### config.mk
export PLATFORM = sky130hd
export DESIGN_NAME = ipw_watchdog
export DESIGN_NICKNAME = d
export VERILOG_FILES = /design/src/core/ipw_pkg.sv /design/src/core/ipw_tick.sv /design/src/core/ipw_watchdog.sv
export SDC_FILE = /design/constraint.sdc
export NUM_CORES = 1
export LEC_CHECK = 0
export BUFFER_PORTS_ARGS = -buffer_cell sky130_fd_sc_hd__buf_2
export CAP_MARGIN = 25
export CELL_PAD_IN_SITES_DETAIL_PLACEMENT = 0
export CELL_PAD_IN_SITES_GLOBAL_PLACEMENT = 1
export CORE_MARGIN = 10
export CORE_UTILIZATION = 47
export DETAILED_ROUTE_END_ITERATION = 7
export GPL_TIMING_DRIVEN = 0
export PLACE_DENSITY_LB_ADDON = 0.3
export SYNTH_ARGS = -nofsm -noshare
export SYNTH_HDL_FRONTEND = slang
export SYNTH_HIERARCHICAL = 1
export SYNTH_SLANG_ARGS = --single-unit
### constraint.sdc
create_clock -name clk_i -period 3.8 [get_ports clk_i]
set_input_delay 0.38 -clock clk_i [delete_from_list [all_inputs] [get_ports clk_i]]
set_output_delay 0.38 -clock clk_i [all_outputs]
set_load 0.005 [all_outputs]
### src/core/ipw_pkg.sv
// Package for the indexed-port supervision timer: port codes, indices, values, timing.
// Assumes a 100 MHz core clock and byte-wide index/data ports.
package ipw_pkg;
  localparam logic [7:0] IPW_UNLOCK_BYTE = 8'h87;
  localparam logic [7:0] IPW_IDX_LUN = 8'h07;
  localparam logic [7:0] IPW_IDX_ACT = 8'h30;
  localparam logic [7:0] IPW_IDX_TBASE = 8'hF0;
  localparam logic [7:0] IPW_IDX_COUNT = 8'hF1;
  localparam logic [7:0] IPW_LUN_SUPERVISION = 8'h08;
  localparam logic [7:0] IPW_TBASE_SEC = 8'h00;
  localparam logic [7:0] IPW_TBASE_MIN = 8'h08;
  localparam logic [7:0] IPW_ZERO = 8'h00;
  localparam logic [7:0] IPW_ACT_RESET = 8'h01;
  localparam logic [7:0] IPW_DATA_ZERO = 8'h00;
  localparam int IPW_CLK_HZ = 100000000;
  localparam int IPW_TICK_S = 1;
  localparam int IPW_SEC_CYCLES = IPW_CLK_HZ * IPW_TICK_S;
  localparam int IPW_SEC_PER_MIN = 60;
  localparam int IPW_RST_PULSE_NS = 1000;
  localparam int IPW_CLK_NS = 10;
  localparam int IPW_RST_CYCLES = (IPW_RST_PULSE_NS + IPW_CLK_NS - 1) / IPW_CLK_NS;
  typedef enum logic [1:0] {
    IPW_LOCKED = 2'b00,
    IPW_HALF = 2'b01,
    IPW_OPEN = 2'b10
  } ipw_lock_t;
endpackage

### src/core/ipw_tick.sv
// Time-base tick generator for the supervision timer.
// Assumes clk at the package rate; restart_i realigns the prescaler.
`timescale 1ns/1ns
module ipw_tick
  import ipw_pkg::*;
#(
  parameter int SEC_CYCLES = IPW_SEC_CYCLES
)
(
  input wire logic clk_i,
  input wire logic rst_n_i,
  input wire logic ce_i,
  input wire logic restart_i,
  input wire logic minute_i,
  output logic tick_o
);
  logic [31:0] pre_reg;
  logic [5:0] sec_reg;
  logic sec_end;
  logic [5:0] sec_last;

  assign sec_end = (pre_reg == 32'(SEC_CYCLES - 1));
  assign sec_last = minute_i ? 6'(IPW_SEC_PER_MIN - 1) : 6'h00;

  always_ff @(posedge clk_i)
  begin
    if (!rst_n_i || (ce_i && (restart_i || sec_end)))
      pre_reg <= 32'h0;
    else if (ce_i)
      pre_reg <= pre_reg + 32'h1;
  end

  always_ff @(posedge clk_i)
  begin
    if (!rst_n_i)
      sec_reg <= 6'h00;
    else if (ce_i && restart_i)
      sec_reg <= 6'h00;
    else if (ce_i && sec_end)
      sec_reg <= (sec_reg >= sec_last) ? 6'h00 : sec_reg + 6'h01;
  end

  // One-cycle tick per selected unit
  assign tick_o = ce_i && !restart_i && sec_end && (sec_reg >= sec_last);
endmodule

### src/core/ipw_watchdog.sv
// Supervision timer reached through an index/data I/O port pair.
// Assumes one-cycle write/read strobes on the index and data ports, synchronous to clk_i.
`timescale 1ns/1ns
module ipw_watchdog
  import ipw_pkg::*;
#(
  parameter int SEC_CYCLES = IPW_SEC_CYCLES
)
(
  input wire logic clk_i,
  input wire logic rst_n_i,
  input wire logic ce_i,
  input wire logic idx_wr_i,
  input wire logic data_wr_i,
  input wire logic data_rd_i,
  input wire logic [7:0] wdata_i,
  output logic [7:0] rdata_o,
  output logic sys_rst_o,
  output logic running_o
);
  ipw_lock_t lock_reg;
  logic [7:0] index_reg;
  logic [7:0] lun_reg;
  logic [7:0] act_reg;
  logic [7:0] tbase_reg;
  logic [7:0] count_reg;
  logic [7:0] remain_reg;
  logic [7:0] rdata_reg;
  logic [7:0] pulse_reg;
  logic sel;
  logic wr_act;
  logic wr_tbase;
  logic wr_count;
  logic tick;
  logic active;

  function automatic logic hit(input logic [7:0] idx, input logic [7:0] want);
    hit = (idx == want);
  endfunction

  // Unlock sequence
  always_ff @(posedge clk_i)
  begin
    if (!rst_n_i)
      lock_reg <= IPW_LOCKED;
    else if (ce_i && idx_wr_i)
    begin
      case (lock_reg)
        IPW_LOCKED: lock_reg <= hit(wdata_i, IPW_UNLOCK_BYTE) ? IPW_HALF : IPW_LOCKED;
        IPW_HALF: lock_reg <= hit(wdata_i, IPW_UNLOCK_BYTE) ? IPW_OPEN : IPW_LOCKED;
        IPW_OPEN: lock_reg <= IPW_OPEN;
        default: lock_reg <= IPW_LOCKED;
      endcase
    end
  end

  // Index latch
  always_ff @(posedge clk_i)
  begin
    if (!rst_n_i)
      index_reg <= IPW_ZERO;
    else if (ce_i && idx_wr_i && lock_reg == IPW_OPEN)
      index_reg <= wdata_i;
  end

  assign sel = hit(lun_reg, IPW_LUN_SUPERVISION);
  assign wr_act = ce_i && data_wr_i && lock_reg == IPW_OPEN && sel && hit(index_reg, IPW_IDX_ACT);
  assign wr_tbase = ce_i && data_wr_i && lock_reg == IPW_OPEN && sel
    && hit(index_reg, IPW_IDX_TBASE);
  assign wr_count = ce_i && data_wr_i && lock_reg == IPW_OPEN && sel
    && hit(index_reg, IPW_IDX_COUNT);

  // Register writes
  always_ff @(posedge clk_i)
  begin
    if (!rst_n_i)
    begin
      lun_reg <= IPW_ZERO;
      act_reg <= IPW_ACT_RESET;
      tbase_reg <= IPW_TBASE_SEC;
      count_reg <= IPW_ZERO;
    end
    else if (ce_i && data_wr_i && lock_reg == IPW_OPEN)
    begin
      if (hit(index_reg, IPW_IDX_LUN))
        lun_reg <= wdata_i;
      if (wr_act)
        act_reg <= wdata_i;
      if (wr_tbase)
        tbase_reg <= wdata_i;
      if (wr_count)
        count_reg <= wdata_i;
    end
  end

  // Read data path
  always_ff @(posedge clk_i)
  begin
    if (!rst_n_i)
      rdata_reg <= IPW_DATA_ZERO;
    else if (ce_i && data_rd_i)
    begin
      if (lock_reg != IPW_OPEN)
        rdata_reg <= IPW_DATA_ZERO;
      else if (hit(index_reg, IPW_IDX_LUN))
        rdata_reg <= lun_reg;
      else if (!sel)
        rdata_reg <= IPW_DATA_ZERO;
      else if (hit(index_reg, IPW_IDX_ACT))
        rdata_reg <= act_reg;
      else if (hit(index_reg, IPW_IDX_TBASE))
        rdata_reg <= tbase_reg;
      else if (hit(index_reg, IPW_IDX_COUNT))
        rdata_reg <= remain_reg;
      else
        rdata_reg <= IPW_DATA_ZERO;
    end
  end
  assign rdata_o = rdata_reg;

  // Zero activation or zero count stops the timer
  assign active = (act_reg != IPW_ZERO) && (remain_reg != IPW_ZERO);
  assign running_o = active;

  ipw_tick #(
    .SEC_CYCLES(SEC_CYCLES)
  ) u_tick (
    .clk_i(clk_i),
    .rst_n_i(rst_n_i),
    .ce_i(ce_i),
    .restart_i(wr_count || !active),
    .minute_i(hit(tbase_reg, IPW_TBASE_MIN)),
    .tick_o(tick)
  );

  // Countdown
  always_ff @(posedge clk_i)
  begin
    if (!rst_n_i)
      remain_reg <= IPW_ZERO;
    else if (ce_i)
    begin
      if (wr_count)
        remain_reg <= wdata_i;
      else if (wr_act && wdata_i == IPW_ZERO)
        remain_reg <= IPW_ZERO;
      else if (active && tick)
        remain_reg <= remain_reg - 8'h01;
    end
  end

  // Expiry raises a fixed-width reset pulse
  always_ff @(posedge clk_i)
  begin
    if (!rst_n_i)
      pulse_reg <= IPW_ZERO;
    else if (ce_i)
    begin
      if (active && tick && remain_reg == 8'h01 && !wr_count
        && !(wr_act && wdata_i == IPW_ZERO))
        pulse_reg <= 8'(IPW_RST_CYCLES);
      else if (pulse_reg != IPW_ZERO)
        pulse_reg <= pulse_reg - 8'h01;
    end
  end
  assign sys_rst_o = (pulse_reg != IPW_ZERO);

  unlock_two_a: assert property (@(posedge clk_i) disable iff (!rst_n_i)
    (ce_i && idx_wr_i && lock_reg == IPW_LOCKED && wdata_i != IPW_UNLOCK_BYTE)
    |=> lock_reg == IPW_LOCKED) else $error("unlock advanced on wrong byte");
  half_relock_a: assert property (@(posedge clk_i) disable iff (!rst_n_i)
    (ce_i && idx_wr_i && lock_reg == IPW_HALF && wdata_i != IPW_UNLOCK_BYTE)
    |=> lock_reg == IPW_LOCKED) else $error("half unlock kept on wrong byte");
  locked_ignore_a: assert property (@(posedge clk_i) disable iff (!rst_n_i)
    (ce_i && data_wr_i && (lock_reg != IPW_OPEN || !sel)) |=> act_reg == $past(act_reg)
    && tbase_reg == $past(tbase_reg) && count_reg == $past(count_reg))
    else $error("register written while closed");
  read_locked_a: assert property (@(posedge clk_i) disable iff (!rst_n_i)
    (ce_i && data_rd_i && lock_reg != IPW_OPEN) |=> rdata_o == IPW_DATA_ZERO)
    else $error("read data shown while locked");
  index_latch_a: assert property (@(posedge clk_i) disable iff (!rst_n_i)
    (ce_i && idx_wr_i && lock_reg == IPW_OPEN) |=> index_reg == $past(wdata_i))
    else $error("index not latched");
  read_count_a: assert property (@(posedge clk_i) disable iff (!rst_n_i)
    (ce_i && data_rd_i && lock_reg == IPW_OPEN && sel && hit(index_reg, IPW_IDX_COUNT))
    |=> rdata_o == $past(remain_reg)) else $error("count read wrong");
  tbase_store_a: assert property (@(posedge clk_i) disable iff (!rst_n_i)
    wr_tbase |=> tbase_reg == $past(wdata_i)) else $error("time base not stored");
  count_reload_a: assert property (@(posedge clk_i) disable iff (!rst_n_i)
    wr_count |=> remain_reg == $past(wdata_i)) else $error("count not reloaded");
  zero_count_a: assert property (@(posedge clk_i) disable iff (!rst_n_i)
    (wr_count && wdata_i == IPW_ZERO) |=> !running_o ##1 !$rose(sys_rst_o))
    else $error("zero count kept timer running");
  idle_quiet_a: assert property (@(posedge clk_i) disable iff (!rst_n_i)
    (ce_i && !active && !sys_rst_o) |=> !sys_rst_o)
    else $error("reset raised while stopped");
  freeze_a: assert property (@(posedge clk_i) disable iff (!rst_n_i)
    !ce_i |=> remain_reg == $past(remain_reg) && pulse_reg == $past(pulse_reg)
    && lock_reg == $past(lock_reg)) else $error("state moved while frozen");
  act_store_a: assert property (@(posedge clk_i) disable iff (!rst_n_i)
    wr_act |=> act_reg == $past(wdata_i)) else $error("activation not stored");
  disable_now_a: assert property (@(posedge clk_i) disable iff (!rst_n_i)
    (wr_act && wdata_i == IPW_ZERO) |=> !running_o && remain_reg == IPW_ZERO)
    else $error("activation zero did not stop timer");
  expiry_reset_a: assert property (@(posedge clk_i) disable iff (!rst_n_i)
    (ce_i && active && tick && remain_reg == 8'h01 && !wr_count
    && !(wr_act && wdata_i == IPW_ZERO))
    |=> sys_rst_o && remain_reg == IPW_ZERO) else $error("expiry gave no reset");
  expiry_only_a: assert property (@(posedge clk_i) disable iff (!rst_n_i)
    $rose(sys_rst_o) |-> $past(remain_reg) == 8'h01 && remain_reg == IPW_ZERO)
    else $error("reset without expiry");
  tick_gate_a: assert property (@(posedge clk_i) disable iff (!rst_n_i)
    (ce_i && active && !tick && !wr_count && !wr_act) |=> remain_reg == $past(remain_reg))
    else $error("count moved without tick");
  minute_unit_a: assert property (@(posedge clk_i) disable iff (!rst_n_i)
    (tick && hit(tbase_reg, IPW_TBASE_MIN)) |-> u_tick.sec_reg == 6'(IPW_SEC_PER_MIN - 1))
    else $error("minute tick early");
endmodule

== Word-level counts from Yosys, hierarchy flattened ==
Cells that the tools add are included.
Storage, ports and cells
  bits in registers: 96
  word-level logic and storage cells: 86
  input bits: 14
Cells by class
  bitwise logic cells: 1
  equality and inequality tests: 12
  add/sub/neg operators: 4
  reduce and logical (&&, ||, !) cells: 42
  order comparisons: 1
  mux-type cells: 16
Operator list (count)
  2-to-1 mux 8 bit: 11
  adder 32 x 1 -> 32 bit, second input constant: 1
  equality test 32 x 27 -> 1 bit, second input constant: 1
  equality test 8 bit, second input constant: 3
  nonzero test 8 bit: 3
  logical AND 1 bit: 21
  equality test 8 x 4 -> 1 bit, second input constant: 2
  subtractor 8 x 1 -> 8 bit, second input constant: 2
  2-to-1 mux 6 bit: 2
  AND reduction 2 bit: 5
  equality test 8 x 1 -> 1 bit, second input constant: 1
  equality test 8 x 3 -> 1 bit, second input constant: 1
  equality test 8 x 6 -> 1 bit, second input constant: 1
  logical NOT 8 bit: 1
  adder 6 x 1 -> 6 bit, second input constant: 1
  greater-or-equal comparator 6 bit: 1
  case mux 2 bit (3 select lines): 1
  logical NOT 1 bit: 5
  logical OR 1 bit: 3
  nonzero test 3 bit: 1
  equality test 2 x 1 -> 1 bit, second input constant: 1
  equality test 2 bit, second input constant: 1
  logical NOT 2 bit: 1
  2-to-1 mux 2 bit: 1
  5 further kinds: 5

== Longest topological paths before layout ==
  word-level depth: 15
  depth in mapped cells: 13
  depth with buffers taken out: 12

== Modules after synthesis ==
Netlist, hierarchy kept.
Modules (own cells, without submodules)
  ipw_watchdog: area each 3014.1 µm², cells an instance 333, sequential area each 1161.1 µm², instances 1
  ipw_tick: area each 2043.2 µm², cells an instance 238, sequential area each 760.7 µm², instances 1

== Worst setup path after synthesis ==
No wires, ideal clock.
  kind: reg-to-reg
  start: reg tbase_reg[6]
  end: reg remain_reg[3]
  setup slack: 1.093 ns
  arrival time: 2.574 ns
  cell stages (with the launch flop): 14
  buffers on the path: 1
  period minus slack after synthesis: 2.707 ns
  setup time: 0.133 ns
  data required time: 3.667 ns
  path through: dfxtp_1 nor4_1 and4b_1 inv_1 ha_1 inv_1 o21ai_0 a31oi_1 nor3_1 nand2_1 o32ai_2 or2_0 buf_2 a311oi_2
Between the ends
  longest elaborated chain between the ends: 7
RTL lines
  from (decl): line ipw_watchdog.sv:25  | logic [7:0] tbase_reg;
  from (signal assigned): line ipw_watchdog.sv:90  | tbase_reg <= wdata_i;
  equality test 8 x 4 -> 1 bit: line ipw_watchdog.sv:38  | hit = (idx == want);
  2-to-1 mux 6 bit: line ipw_tick.sv:23  | assign sec_last = minute_i ? 6'(IPW_SEC_PER_MIN - 1) : 6'h00;
  greater-or-equal comparator 6 bit: line ipw_tick.sv:44  | assign tick_o = ce_i && !restart_i && sec_end && (sec_reg >= sec_last);
  logical AND 1 bit: line ipw_tick.sv:44
  via tick: line ipw_watchdog.sv:34  | logic tick;
  logical AND 1 bit: line ipw_watchdog.sv:147  | else if (active && tick)
  nonzero test 3 bit (no source line)
  AND reduction 2 bit (no source line)
  to (signal assigned): line ipw_watchdog.sv:144  | remain_reg <= wdata_i;
  to (signal assigned): line ipw_watchdog.sv:148  | remain_reg <= remain_reg - 8'h01;
  to (decl): line ipw_watchdog.sv:27  | logic [7:0] remain_reg;
The timed path passes the listed nets, and every way through them passes these cells.
A chain may end at the register's enable or synchronous reset.

== Worst setup path in the final report ==
Ends and elaborated chain as after synthesis.

==> impl_metrics.toml <==
[final_layout]
syn_to_final_growth_pct = 8.96
antenna_cells = 0
largest_reg_flops = 32
fin_nets = 629
final_cells = 744
layout-drive-gt1-share = 0.151

[detailed_routing]
route.detailed.drc = 0
drt-initial-drc-count = 443
wl_per_cell_um = 17.0
wl_mm = 12.6
dr.pass1.iters = 5
via_count = 4332
drtAntennaViolNets = 0
via_per_inst = 5.82

[timing]
hold_viol = 0
rsz0062_at_grt = "false"
worst_slew_pin_slew_ps = 725
timing.fmax_ghz = 0.299
drv_slew = 0
fin_crit_sh = 0.880
fin_crit_ps = 3340
setup_tns_ps = 0
slew_headroom = 0.512
finClkSkew_ps = 8.62
setup_viol = 0

[pwr]
p_switching_w = 0.000633
power_w = 0.00213
p_clk_frac = 0.292
swShare = 0.296
p_int_w = 0.00150
p_per_area_mw_per_mm2 = 387
max-vdd-ir-drop_mv = 0.331
leakage_nw = 1.90
seqPwrFrac = 0.513
combinationalPowerShare = 0.195

[floorplan]
initial_core_util = 0.486
die_h_um = 124
design.core.area_mm2 = 0.0104
rows = 37
dieArea_mm2 = 0.0153
boundaryPins = 24
die_w_um = 124

[synthesis]
ys_seq_area_frac = 0.380
ys_async_sr_fraction = 0
synthTopCellsByArea = "dfxtp_1 (38%), mux2i_1 (5.1%), nor2_1 (5.0%), xnor2_1 (4.3%), nand2_1 (3.9%)"
synth_area_leader_cell = "dfxtp_1"
synth_ff_type = "dfxtp_1"
synth_seq_cells = 96
synth-edff-count = 0
netlist_instances = 571
ys_types = 72
syn_nets = 596
synth_top_area_share = 0.380
synth_area_mm2 = 0.00506
avgSynthCellArea_um2 = 8.86
yosysWarnings = 6

[place]
dp.cells = 729
numPortBuffers = 22
gp_congestion = 0.866
dp_hpwl_mm = 9.06

[clocking]
cts_max_path_buffers = 2
cts.sinks = 96
htree_levels = 3
hold_buffers = 0
post_cts_buffers = 0
cts.clk_slew.worst_paths_ps = 90
cts-buffers-inserted = 9
cts_tree = "built"
cts.root.buffer_cell = "clkbuf_8"
clkLatencyLatePin_ps = 370
cts_resized = 0

[worst_setup_path]
cp_max_fo = 8
start_kind = "flop"
required_ps = 4030
crit_type = "flop to flop"
crit_arrival_ps = 3580
end_kind = "flop"

[worst_hold_path]
worstHoldPathType = "input pin to flop"

[grt]
grt_pass1_vias = 4047
antenna_found_initial = 0
grt_pass1_wl_mm = 21.3
grt_usage = 0.174
grt_max_degree = 15
overflow = 0

[run_status]
outcome = "finished clean"

[flow_run]
drv_cap = 0
==> layer usage <==
metal  vias up  global-route usage  routed length [µm]
met2        98               0.257                5590
met4         0              0.0670                 240
met3        17              0.0276                 498
li1       2160                   -                   -
met1      2057               0.248                6330
met5         -                   0                   0
==> cells in the mapped netlist, types with 7 or more instances <==
library cell / number
inv_1: 13
nor3_1: 15
nor4b_1: 7
a22oi_1: 8
nand4_1: 14
a21oi_1: 30
nor4_1: 22
nand3_1: 15
a222oi_1: 8
xor2_1: 8
ha_1: 11
or2_1: 8
o21ai_0: 9
o22ai_1: 7
nor2_1: 67
mux2i_1: 26
clkbuf_1: 10
xnor2_1: 25
dfxtp_1: 96
nor2_2: 13
nand2_1: 52
==> path summary, 6_finish.rpt <==
| kind | start | to | slack (ps) | depth (start not counted) |
|---|---|---|---|---|
| worst max-delay path | tbase_reg[6]$_SDFFE_PN0P_ | remain_reg[3]$_SDFFE_PN0P_ | 460 | 13 |
| worst min-delay path | rst_n_i | remain_reg[5]$_SDFFE_PN0P_ | 320 | 3 |
| worst max register to register | tbase_reg[6]$_SDFFE_PN0P_ | remain_reg[3]$_SDFFE_PN0P_ | 460 | 13 |
| worst min register to register | index_reg[3]$_SDFFE_PN0P_ | index_reg[3]$_SDFFE_PN0P_ | 480 | 2 |
==> critical path, stage by stage (launching register included) <==
cell	delay, ps
dfxtp_1	340
nor4_1	250
and4b_1	270
inv_1	110
ha_1	290
inv_1	30
o21ai_0	140
a31oi_1	240
nor3_1	490
nand2_1	120
o32ai_2	500
or2_0	170
buf_2	170
a311oi_2	100
==> cell usage in the layout, fill, tap and decap left out, types with 14 or more instances in the layout <==
cell,instances
dfxtp_1,96
nor4_1,22
nand2_1,52
mux2i_1,26
xnor2_1,25
a21oi_1,30
buf_2,28
nand4_1,14
nand3_1,15
nor2_1,67
nor3_1,15
==> logic make-up (layout without fill, tap and decap cells) <==
kind of cell               count (synthesis)  count (layout)  share of synthesized area
xor gates and xnor gates                  33              33                     0.0572
buffers and inverters                     41              78                     0.0443
AOI/OAI and AO/OA                         94              94                      0.133
and+or+nand+nor                          270             270                      0.307
DFF                                       96              96                      0.380
adders and majority gates                 11              11                     0.0272
muxes                                     26              26                     0.0515
==> final cells by class <==
class / instances / area [µm²]
Fill cell: 990 / 4910
Multi-Input combinational cell: 434 / 2910
Sequential cell: 96 / 1920
Buffer: 27 / 171
Tap cell: 136 / 170
Clock buffer: 12 / 155
Timing Repair Buffer: 22 / 110
Inverter: 14 / 52.6
Clock inverter: 3 / 17.5
==> power groups by stage <==
stage	registers, W	logic, W	clock network, W
CTS	0.00109	0.000412	0.000635
global placement	0.00111	0.000404	0
floorplan	0.00110	0.000320	0
global route	0.00110	0.000467	0.000674
finish	0.00109	0.000416	0.000623
detailed placement	0.00112	0.000411	0
==> through the flow <==
stage / area, µm² / setup WS [ps] / hold slack (ps) / util
2_1_floorplan: 5060 / 1090 / 444 / -
3_3_place_gp: 5340 / 456 / 455 / 0.512
3_5_place_dp: 5340 / 424 / 463 / 0.512
4_1_cts: 5510 / 410 / 305 / 0.529
5_1_grt: 5510 / 138 / 331 / 0.529
6_report: 5510 / 455 / 317 / 0.529
No activity file was read; power rests on OpenSTA's default activity.
